[config.mk]
export PLATFORM = sky130hd
export DESIGN_NAME = edc_ctrl
export DESIGN_NICKNAME = d
export VERILOG_FILES = /design/src/hdl/edc_sync.v /design/src/hdl/edc_ctrl.v
export VERILOG_INCLUDE_DIRS = /design/src /design/src/hdl
export SDC_FILE = /design/constraint.sdc
export NUM_CORES = 1
export LEC_CHECK = 0
export ABC_CLOCK_PERIOD_IN_PS = 8380
export BUFFER_PORTS_ARGS = -buffer_cell sky130_fd_sc_hd__buf_2
export CAP_MARGIN = 40
export CORE_ASPECT_RATIO = 0.5
export CORE_UTILIZATION = 30
export DETAILED_ROUTE_END_ITERATION = 10
export PLACE_DENSITY_LB_ADDON = 0.3
export RECOVER_POWER = 100
export SYNTH_ARGS = -nofsm -noshare
export SYNTH_HDL_FRONTEND = slang
export SYNTH_SLANG_ARGS = --single-unit
export TNS_END_PERCENT = 50
[constraint.sdc]
create_clock -name mclk -period 8.38 [get_ports mclk]
set_input_delay 0.419 -clock mclk [delete_from_list [all_inputs] [get_ports mclk]]
set_output_delay 0.419 -clock mclk [all_outputs]
set_load 0.02 [all_outputs]
[src/hdl/edc_regs.vh]
/*
 * Constants for the page-mode DRAM controller: timing counts at 125 MHz
 * and address layout. Included by edc_ctrl; the synchroniser does not include it.
 */
`ifndef EDC_REGS_VH
`define EDC_REGS_VH

// ****************************************************************
// Timing
// ****************************************************************
`define EDC_CLK_PERIOD_NS 8
`define EDC_PWRUP_US 200
`define EDC_PWRUP_CYC \
	((`EDC_PWRUP_US * 1000 + `EDC_CLK_PERIOD_NS - 1) / `EDC_CLK_PERIOD_NS)
`define EDC_REFRESH_MS 8
`define EDC_REFRESH_ROWS 512
`define EDC_REFRESH_WINDOW_CYC (`EDC_REFRESH_MS * 1000000 / `EDC_CLK_PERIOD_NS)
// Room for an access and precharge to finish before a refresh starts
`define EDC_REFRESH_SLACK_CYC 64
`define EDC_STALE_CYC (2 * `EDC_REFRESH_WINDOW_CYC / `EDC_REFRESH_ROWS)
`define EDC_WAKE_CYCLES 8
`define EDC_RAS_LOW_NS 60
`define EDC_RAS_LOW_CYC \
	((`EDC_RAS_LOW_NS + `EDC_CLK_PERIOD_NS - 1) / `EDC_CLK_PERIOD_NS)
`define EDC_RAS_PRE_NS 40
`define EDC_RAS_PRE_CYC \
	((`EDC_RAS_PRE_NS + `EDC_CLK_PERIOD_NS - 1) / `EDC_CLK_PERIOD_NS)
`define EDC_CAS_PULSE_NS 15
`define EDC_CAS_PULSE_CYC \
	((`EDC_CAS_PULSE_NS + `EDC_CLK_PERIOD_NS - 1) / `EDC_CLK_PERIOD_NS)
`define EDC_RCD_NS 20
`define EDC_RCD_CYC \
	((`EDC_RCD_NS + `EDC_CLK_PERIOD_NS - 1) / `EDC_CLK_PERIOD_NS)

// ****************************************************************
// Widths and reset values
// ****************************************************************
`define EDC_ADDR_W 9
`define EDC_DATA_W 16
`define EDC_TIMER_W 20
`define EDC_ROW_LSB 9
`define EDC_STROBE_IDLE 1'b1

`endif

[src/hdl/edc_sync.v]
/*
 * Two-flop synchroniser for an input bus from outside the clock domain.
 * Assumes the bus is sampled only for values stable across a strobe edge.
 */
`timescale 1ns/1ps
module edc_sync #(parameter W = 16)
(
	input wire mclk,
	input wire rst,
	input wire [W-1:0] d,
	output reg [W-1:0] q
);
reg [W-1:0] meta_ff;

always @(posedge mclk or posedge rst)
begin
	if (rst)
	begin
		meta_ff <= {W{1'b0}};
		q <= {W{1'b0}};
	end
	else
	begin
		meta_ff <= d;
		q <= meta_ff;
	end
end
endmodule

[src/hdl/edc_ctrl.v]
/*
 * Page-mode DRAM controller: power-up wait, wake-up strobes, periodic
 * column-first refresh, and page accesses within one open row.
 * Assumes a 256K x 16 asynchronous DRAM on the pins and a user
 * that holds req until ack.
 */
//
// Contract
// RULE_01: 512 row refreshes must reach the memory in every 8 ms.
// RULE_02: With explicit row refresh, all 512 rows get a row strobe per 8 ms.
// RULE_03: Any access or row-only cycle refreshes the addressed row.
// RULE_04: Row strobe falling while a column strobe is low means refresh.
// RULE_05: Column-first refresh uses the internal row counter, not the pins.
// RULE_06: Column-first refresh moves no data; data pins stay undriven.
// RULE_07: Columns of an open row may be accessed in any order.
// RULE_08: Page read data holds until the next column strobe falls.
// RULE_09: Reads and writes may be mixed inside one open row.
// RULE_10: After power-up wait 200 us, then give eight row strobe cycles.
// RULE_11: After a missed refresh window, repeat the eight wake-up cycles.
// RULE_12: Keep the row strobe high while powering up.
// RULE_13: A cycle starts at row strobe low, ends with all strobes high.
// RULE_14: Lower strobe gates bits 0-7, upper gates bits 8-15.
// RULE_15: The device row counter advances after each column-first refresh.
`timescale 1ns/1ps
`include "edc_regs.vh"
module edc_ctrl
(
	input wire mclk,
	input wire rst,
	input wire req,
	input wire req_write,
	input wire [17:0] req_addr,
	input wire [1:0] req_byte_en,
	input wire [15:0] req_wdata,
	input wire req_last,
	output reg ack_ff,
	output reg [15:0] rdata_ff,
	output reg ready_ff,
	output reg row_strobe_n_ff,
	output reg lower_byte_column_strobe_n_ff,
	output reg upper_byte_column_strobe_n_ff,
	output reg write_enable_n_ff,
	output reg output_enable_n_ff,
	output reg [8:0] muxed_address_bus_ff,
	output reg [15:0] data_bus_out_ff,
	output reg data_bus_oe_ff,
	input wire [15:0] data_bus_in
);

// ****************************************************************
// States
// ****************************************************************
localparam ST_PWRUP = 9'h001;
localparam ST_IDLE = 9'h002;
localparam ST_RF_CAS = 9'h004;
localparam ST_RF_RAS = 9'h008;
localparam ST_PRE = 9'h010;
localparam ST_ROW = 9'h020;
localparam ST_COL = 9'h040;
localparam ST_CAS_HI = 9'h080;
localparam ST_PAGE = 9'h100;

reg [8:0] state_ff;
reg [`EDC_TIMER_W-1:0] tmr_ff;
reg [`EDC_TIMER_W-1:0] rf_tmr_ff;
reg [3:0] wake_ff;
reg [8:0] open_row_ff;
reg wr_ff;
wire [15:0] din_sync;

edc_sync #(.W(`EDC_DATA_W)) u_din_sync
(
	.mclk(mclk),
	.rst(rst),
	.d(data_bus_in),
	.q(din_sync)
);

function [`EDC_TIMER_W-1:0] cyc;
	input integer n;
	begin
		cyc = n[`EDC_TIMER_W-1:0];
	end
endfunction

// Refresh falls due slack cycles short of window / rows, so 512 fit each 8 ms
wire refresh_due = rf_tmr_ff >=
	cyc(`EDC_REFRESH_WINDOW_CYC / `EDC_REFRESH_ROWS
	- `EDC_REFRESH_SLACK_CYC); // RULE_01
wire tmr_done = tmr_ff == {`EDC_TIMER_W{1'b0}};

// ****************************************************************
// Sequencer
// ****************************************************************
always @(posedge mclk or posedge rst)
begin
	if (rst)
	begin
		state_ff <= ST_PWRUP;
		tmr_ff <= cyc(`EDC_PWRUP_CYC);
		rf_tmr_ff <= {`EDC_TIMER_W{1'b0}};
		wake_ff <= 4'h0;
		open_row_ff <= 9'h000;
		wr_ff <= 1'b0;
		ack_ff <= 1'b0;
		rdata_ff <= 16'h0000;
		ready_ff <= 1'b0;
		row_strobe_n_ff <= `EDC_STROBE_IDLE; // RULE_12
		lower_byte_column_strobe_n_ff <= `EDC_STROBE_IDLE;
		upper_byte_column_strobe_n_ff <= `EDC_STROBE_IDLE;
		write_enable_n_ff <= 1'b1;
		output_enable_n_ff <= 1'b1;
		muxed_address_bus_ff <= 9'h000;
		data_bus_out_ff <= 16'h0000;
		data_bus_oe_ff <= 1'b0;
	end
	else
	begin
		ack_ff <= 1'b0;
		if (!tmr_done)
			tmr_ff <= tmr_ff - cyc(1);
		if (state_ff == ST_RF_RAS && tmr_done)
			rf_tmr_ff <= {`EDC_TIMER_W{1'b0}};
		else if (rf_tmr_ff != {`EDC_TIMER_W{1'b1}})
			rf_tmr_ff <= rf_tmr_ff + cyc(1);
		// Counter passing its period twice means rows went stale
		if (rf_tmr_ff >= cyc(`EDC_STALE_CYC) && ready_ff)
		begin
			ready_ff <= 1'b0; // RULE_11
			wake_ff <= 4'h0;
		end
		case (state_ff)
		ST_PWRUP:
			if (tmr_done)
				state_ff <= ST_IDLE; // RULE_10
		ST_IDLE:
		begin
			data_bus_oe_ff <= 1'b0;
			output_enable_n_ff <= 1'b1;
			write_enable_n_ff <= 1'b1;
			if (refresh_due || !ready_ff)
			begin
				// Column strobes first, row strobe later
				lower_byte_column_strobe_n_ff <= 1'b0; // RULE_04
				upper_byte_column_strobe_n_ff <= 1'b0;
				data_bus_oe_ff <= 1'b0; // RULE_06
				tmr_ff <= cyc(`EDC_CAS_PULSE_CYC);
				// Device counter walks all rows; no explicit row walk
				state_ff <= ST_RF_CAS; // RULE_02
			end
			else if (req)
			begin
				open_row_ff <= req_addr[17:`EDC_ROW_LSB];
				muxed_address_bus_ff <= req_addr[17:`EDC_ROW_LSB];
				row_strobe_n_ff <= 1'b0; // RULE_13
				tmr_ff <= cyc(`EDC_RCD_CYC);
				state_ff <= ST_ROW; // RULE_03
			end
		end
		ST_RF_CAS:
			if (tmr_done)
			begin
				// Address pins ignored; device counter picks the row
				row_strobe_n_ff <= 1'b0; // RULE_05
				tmr_ff <= cyc(`EDC_RAS_LOW_CYC);
				state_ff <= ST_RF_RAS;
			end
		ST_RF_RAS:
			if (tmr_done)
			begin
				row_strobe_n_ff <= 1'b1;
				lower_byte_column_strobe_n_ff <= 1'b1;
				upper_byte_column_strobe_n_ff <= 1'b1;
				if (!ready_ff)
				begin
					wake_ff <= wake_ff + 4'h1;
					if ({{(`EDC_TIMER_W-4){1'b0}}, wake_ff}
						== cyc(`EDC_WAKE_CYCLES - 1))
						ready_ff <= 1'b1; // RULE_10
				end
				tmr_ff <= cyc(`EDC_RAS_PRE_CYC);
				state_ff <= ST_PRE;
			end
		ST_PRE:
			if (tmr_done)
				state_ff <= ST_IDLE; // RULE_13
		ST_ROW:
			if (tmr_done)
			begin
				muxed_address_bus_ff <= req_addr[8:0]; // RULE_07
				wr_ff <= req_write;
				write_enable_n_ff <= !req_write; // RULE_09
				output_enable_n_ff <= req_write;
				data_bus_out_ff <= req_wdata;
				data_bus_oe_ff <= req_write;
				lower_byte_column_strobe_n_ff <= !req_byte_en[0]; // RULE_14
				upper_byte_column_strobe_n_ff <= !req_byte_en[1];
				tmr_ff <= cyc(`EDC_CAS_PULSE_CYC + 2);
				state_ff <= ST_COL;
			end
		ST_COL:
			if (tmr_done)
			begin
				// Extra cycles cover the input synchroniser delay
				if (!wr_ff)
				begin
					rdata_ff <= din_sync; // RULE_08
				end
				ack_ff <= 1'b1;
				lower_byte_column_strobe_n_ff <= 1'b1;
				upper_byte_column_strobe_n_ff <= 1'b1;
				tmr_ff <= cyc(`EDC_CAS_PULSE_CYC);
				state_ff <= ST_CAS_HI;
			end
		ST_CAS_HI:
			if (tmr_done)
				state_ff <= ST_PAGE;
		ST_PAGE:
		begin
			data_bus_oe_ff <= 1'b0;
			write_enable_n_ff <= 1'b1;
			if (req && !req_last && !refresh_due
				&& req_addr[17:`EDC_ROW_LSB] == open_row_ff)
			begin
				tmr_ff <= {`EDC_TIMER_W{1'b0}};
				state_ff <= ST_ROW; // RULE_07
			end
			else if (!req || req_last || refresh_due
				|| req_addr[17:`EDC_ROW_LSB] != open_row_ff)
			begin
				row_strobe_n_ff <= 1'b1; // RULE_13
				output_enable_n_ff <= 1'b1;
				tmr_ff <= cyc(`EDC_RAS_PRE_CYC);
				state_ff <= ST_PRE;
			end
		end
		default:
			state_ff <= ST_IDLE;
		endcase
	end
end

endmodule

==> results of run 1 <==
-- path summary, 6_finish.rpt --
| kind | start | end |
|---|---|---|
| min reg2reg | u_din_sync.meta_ff[11]$_DFF_PP0_ | u_din_sync.q[11]$_DFF_PP0_ |
| max reg2reg | tmr_ff[4]$_DFF_PP0_ | muxed_address_bus_ff[7]$_DFFE_PP0P_ |
| max in group asynchronous | rst | row_strobe_n_ff$_DFFE_PP1P_ |
| max | tmr_ff[4]$_DFF_PP0_ | muxed_address_bus_ff[7]$_DFFE_PP0P_ |
| min | data_bus_in[7] | u_din_sync.meta_ff[7]$_DFF_PP0_ |
| min in group asynchronous | rst | u_din_sync.meta_ff[15]$_DFF_PP0_ |
-- cell families after synthesis --
| logic type | share of synthesized area |
|---|---|
| AND/OR/NAND/NOR | 0.175 |
| flip-flops | 0.555 |
| AO/OA/AOI/OAI | 0.0621 |
| multiplexers | 0.108 |
| XOR/XNOR | 0.0591 |
| buffers and inverters | 0.0259 |
| adder cells (fa/ha/maj) | 0.0153 |
-- layer usage --
| layer | global-route usage | part of all wire |
|---|---|---|
| met1 | 0.173 | 0.47 |
| met2 | 0.207 | 0.47 |
| met3 | 0.0381 | 0.042 |
| met4 | 0.0471 | 0.015 |
| met5 | 0 | 0.00094 |
-- per-stage QoR --
stage | hold WS, ns | total power [uW]
2_1_floorplan | 0.331 | 1160
3_3_place_gp | 0.332 | 1260
3_5_place_dp | 0.335 | 1270
4_1_cts | 0.0856 | 2050
5_1_grt | 0.0834 | 2120
6_report | 0.103 | 2000
-- power groups by stage --
stage	Combinational, uW	Clock [uW]	Sequential [uW]
after floorplan	338	0	820
after global placement	427	0	838
after detailed placement	433	0	839
after CTS	434	786	827
after global routing	464	821	836
final	407	764	827
-- layout by cell type (no fill, tap or decap), types with 16 or more instances in the layout --
cell,n
mux2_2,27
nand2_1,37
nor3_1,28
nor2_1,71
dfrtp_1,132
clkbuf_16,17
clkbuf_1,57
xor2_1,23
mux2_1,17
o21ai_0,27
buf_2,54
xnor2_1,21
mux2i_1,16
-- state kept, by name, summed over array words and instances (netlist names) --
register	count
rf_tmr_ff	20
tmr_ff	20
data_bus_out_ff	16
rdata_ff	16
u_din_sync.meta_ff	16
u_din_sync.q	16
muxed_address_bus_ff	9
open_row_ff	9
state_ff	9
wake_ff	4
ack_ff	1
data_bus_oe_ff	1
lower_byte_column_strobe_n_ff	1
output_enable_n_ff	1
ready_ff	1
row_strobe_n_ff	1
upper_byte_column_strobe_n_ff	1
wr_ff	1
write_enable_n_ff	1
-- cell type report --
cell class	count	area, um^2
fillers	2148	13100
inverters	14	53.8
well taps	292	365
clock buffers	19	433
repair buffers	111	512
flip-flops and latches	144	3620
clock inverters	13	164
multi-input cells	394	2640
-- critical path, cell delays in order, from the launching register on --
cell and delay, ns:
dfrtp_1 0.42, or4_1 0.60, or3_1 0.48, nor4_1 1.81, clkbuf_1 0.63, nor2_1 0.42, nand2_1 0.21, o21ai_0 0.10
==> results.json, run 1 <==
{
  "grt_overflow": 0,
  "antenna_found_initial": 1,
  "firstDrtPassIters": 4,
  "dp_cells": 955,
  "grt_pass1_wl_um": 23300,
  "postRouteWirelength_um": 13900,
  "syn_area_per_cell_um2": 11.4,
  "arrival_ns": 5.09,
  "seqPwrFrac": 0.414,
  "n_antenna_cell": 0,
  "synth_top_area_frac": 0.506,
  "htreeDepth": 4,
  "ys_seq_elements": 144,
  "ys_warn_count": 0,
  "syn2layout_area_growth_pct": 19.3,
  "grt_setup_unrepaired": "false",
  "outcome": "finished, violations left",
  "finalHoldViolCount": 0,
  "synth.most_common_cell": "dfrtp_1",
  "fp-row-count": 37,
  "grt_max_degree": 78,
  "p_sw_uw": 607,
  "routabilityCongestion": 0.875,
  "synth_cells": 572,
  "rrSetupSlack_ns": 3.54,
  "dominantRegCellSynth": "dfrtp_1",
  "p_clk_frac": 0.382,
  "drt_iter0_markers": 237,
  "max_freq_mhz": 207,
  "hold_path_depth": 1,
  "grt_pass1_vias": 4626,
  "yosysSeqAreaShare": 0.555,
  "fin_area_mm2": 0.00779,
  "initial_core_util": 0.312,
  "io_pins": 106,
  "insertion_delay_ns": 0.42,
  "core_mm2": 0.0209,
  "crit_fanout": 18,
  "die_h_um": 106,
  "cts_hold_buf": 0,
  "synthArstFlopShare": 1.00,
  "tritoncts": "yes",
  "io_buffers": 105,
  "drive_above_1_share": 0.188,
  "reg2reg_depth": 7,
  "min_path_type": "input port to register",
  "critPathKind": "register to register",
  "place_ws_ns": 5.17,
  "ir_drop_mv": 0.162,
  "syn-cell-area_mm2": 0.00653,
  "cts_resized": 0,
  "via_count": 4588,
  "p_sw_frac": 0.304,
  "fin_nets": 747,
  "ys_types": 64,
  "grtUsageTotal": 0.132,
  "p_per_area_mw_per_mm2": 257,
  "end_kind": "register",
  "slew-limit-headroom": -1.21,
  "cts.sinks": 144,
  "fin_crit_sh": 0.578,
  "die_width_um": 211,
  "static-leakage-power_uw": 0.00348,
  "clockBufferDepth": 2,
  "post_drt_wl_per_cell_um": 14.1,
  "finalNonFillerCells": 987,
  "ys_top_cells_by_area": "dfrtp_1 51%, mux2_2 5.7%, dfstp_2 4.8%",
  "startpoint_type": "register",
  "drtAntennaViolNets": 0,
  "p_comb_frac": 0.204,
  "worst_slack_ns": 3.54,
  "finalSetupViolCount": 0,
  "synth_commonest_cells": "132 x dfrtp_1, 69 x nor2_1, 37 x nand2_1",
  "drv_slew": 101,
  "die-area_mm2": 0.0224,
  "synth-edff-count": 0,
  "drc": 0,
  "fin_setup_tns_ns": 0,
  "clockRootBuffer": "clkbuf_16",
  "place_area_mm2": 0.00740,
  "intPower_uw": 1390,
  "maxCapViolations": 3,
  "fin_crit_ns": 4.84,
  "fin_util": 0.372,
  "syn_nets": 637,
  "dpl.hpwl_um": 9810,
  "clkTransAtPathRegs_ns": 0.06,
  "synth_top_cell_by_area": "dfrtp_1",
  "required_ns": 8.63,
  "tightest_slew_ns": 3.29,
  "postCtsSetupBuffers": 0,
  "viasPerCell": 4.65,
  "violations": "capacitance limit, slew limit",
  "cts_buffers": 17,
  "finClkSkew_ns": 0.0113
}
Power figures use the tool's default switching activity.
==> run 2: changes to the inputs <==
- ABC_CLOCK_PERIOD_IN_PS: 8380 -> 4530
- clock period: 8.38 -> 4.53 ns (I/O delays scaled with it)
==> run 2 against run 1 <==
  * The flow still finishes with violations (capacitance limit, slew limit)
  * Combinational power is 92% higher
  * Via count grew 2.6%
  * Worst setup slack got worse by 2.6 ns
  * Core utilization rose by 1.1 points
  * Sequential share of layout area fell by 1.4 points
  * Power up 87%
  * Final area is 3.0% higher
  * Global-route usage grew 0.44 points
  * Register-to-register slack worse by 2.6 ns
  * Clock skew fell by 0.0017 ns
  * Flip-flop and latch count unchanged
  * Hold slack lost 0.060 ns
  * Highest routed layer unchanged
==> results.json, run 2 (synthesized netlist as in run 1, its figures left out) <==
{
  "initial_core_util": 0.312,
  "cpLargestDelayFamily": "simple AND/OR/NAND/NOR gates",
  "ir_drop_mv": 0.277,
  "via_count": 4706,
  "max_freq_mhz": 275,
  "critPathMaxStageDelay_ns": 0.80,
  "n_antenna_cell": 0,
  "layout_commonest_cell": "dfrtp_1",
  "final_cell_mix": "132 x dfrtp_1, 70 x nor2_1, 55 x buf_2",
  "io_buffers": 105,
  "post_drt_wl_per_cell_um": 14.2,
  "drc": 0,
  "path_cells": "or4_1 -> or3_1 -> nor2_1 -> inv_2 -> or3_1 -> o21ai_0 -> mux2_1",
  "routabilityCongestion": 0.844,
  "intPower_uw": 2600,
  "grtUsageTotal": 0.136,
  "end_kind": "register",
  "reg_top3": "rf_tmr_ff: 20 flops, tmr_ff: 20 flops",
  "maxCapViolations": 1,
  "seqPwrFrac": 0.409,
  "cts_hold_buf": 17,
  "die-area_mm2": 0.0224,
  "postCtsSetupBuffers": 0,
  "place_area_mm2": 0.00739,
  "cts.sinks": 144,
  "worst_slack_ns": 0.893,
  "drt_iter0_markers": 267,
  "clockRootBuffer": "clkbuf_16",
  "die_h_um": 106,
  "grt_pass1_wl_um": 23900,
  "slew-limit-headroom": -0.185,
  "cts_resized": 0,
  "viasPerCell": 4.68,
  "antenna_found_initial": 1,
  "startpoint_type": "register",
  "critPathKind": "register to register",
  "cts_buffers": 17,
  "required_ns": 4.86,
  "tritoncts": "yes",
  "p_sw_frac": 0.306,
  "fin_setup_tns_ns": 0,
  "p_sw_uw": 1150,
  "min_path_type": "input port to register",
  "grt_pass1_vias": 4681,
  "fin_crit_sh": 0.803,
  "dpl.hpwl_um": 10000,
  "syn2layout_area_growth_pct": 22.9,
  "p_clk_frac": 0.382,
  "finalSetupViolCount": 0,
  "io_pins": 106,
  "htreeDepth": 4,
  "p_comb_frac": 0.209,
  "fp-row-count": 37,
  "fin_area_mm2": 0.00802,
  "clkTransAtPathRegs_ns": 0.06,
  "fin_nets": 765,
  "drive_above_1_share": 0.208,
  "die_width_um": 211,
  "fill_cells": 2080,
  "arrival_ns": 3.97,
  "grt_max_degree": 67,
  "cpMostUsedCell": "or3_1",
  "violations": "capacitance limit, slew limit",
  "drtAntennaViolNets": 0,
  "finClkSkew_ns": 0.00959,
  "clockBufferDepth": 2,
  "grt_overflow": 0,
  "p_per_area_mw_per_mm2": 467,
  "drv_slew": 41,
  "worst-path-buf-inv": 1,
  "insertion_delay_ns": 0.41,
  "slowest_stage": "nor2_1",
  "outcome": "finished, violations left",
  "crit_fanout": 15,
  "grt_setup_unrepaired": "false",
  "firstDrtPassIters": 4,
  "fin_crit_ns": 3.64,
  "static-leakage-power_uw": 0.00357,
  "finalHoldViolCount": 0,
  "place_ws_ns": 1.29,
  "core_mm2": 0.0209,
  "postRouteWirelength_um": 14300,
  "tightest_slew_ns": 1.77
}
run 2: cell types whose count changed in the layout (fill, tap and decap cells not counted), moves of 2 or more:
cell           previous run  this run
dlygate4sd3_1             0        17
mux2_1                   17        10
mux2_2                   27        33
clkbuf_1                 57        53
nor4_1                   15        13
run 2: worst paths after layout:
check | from | endpoint | slack [ns] | cells after the start
max in group asynchronous | rst | wake_ff[3]$_DFF_PP0_ | 1.79 | 5
worst max-delay path | tmr_ff[4]$_DFF_PP0_ | upper_byte_column_strobe_n_ff$_DFFE_PP1P_ | 0.89 | 7
worst min-delay path | req_write | write_enable_n_ff$_DFFE_PP1P_ | 0.04 | 2
worst min register to register | u_din_sync.meta_ff[9]$_DFF_PP0_ | u_din_sync.q[9]$_DFF_PP0_ | 0.35 | 0
worst max register to register | tmr_ff[4]$_DFF_PP0_ | upper_byte_column_strobe_n_ff$_DFFE_PP1P_ | 0.89 | 7
min in group asynchronous | rst | u_din_sync.meta_ff[1]$_DFF_PP0_ | 0.81 | 3
run 2: worst register-to-register path: cells and delay by family, from the launching register on:
kind / cells / cell delay [ns]
buffers and inverters: 1 / 0.25
DFF: 1 / 0.42
muxes: 1 / 0.37
AOI/OAI and AO/OA: 1 / 0.19
and+or+nand+nor: 4 / 2.34
run 2: metrics by stage:
step,std cells,utilization,hold WS (ns),power [uW]
6_report,1005,0.383,0.0429,3750
2_1_floorplan,572,-,0.258,2140
3_3_place_gp,953,0.351,0.332,2340
5_1_grt,1005,0.383,0.0229,3980
3_5_place_dp,956,0.353,0.253,2360
4_1_cts,1005,0.390,0.0101,3830
run 2: cell type report:
type / instances / area (um^2) / area share
repair buffers: 129 / 703 / 0.0877
flip-flops and latches: 144 / 3620 / 0.451
well taps: 292 / 365 / 0.0455
clock buffers: 19 / 443 / 0.0552
multi-input cells: 394 / 2670 / 0.333
inverters: 14 / 53.8 / 0.00671
clock inverters: 13 / 164 / 0.0204
run 2: power groups by stage:
stage / Combinational (uW) / Sequential (uW) / Clock [uW]
CTS: 818 / 1530 / 1480
finish: 782 / 1530 / 1430
global route: 885 / 1550 / 1540
global placement: 790 / 1550 / 0
detailed placement: 802 / 1560 / 0
floorplan: 625 / 1520 / 0
run 2: per-layer routing:
layer  track usage  up-vias  share of wire
li1              -     2274              -
met1         0.174     2328           0.47
met2         0.221       88           0.48
met3        0.0366       14          0.038
met4        0.0507        2          0.011
met5             0        -        0.00091
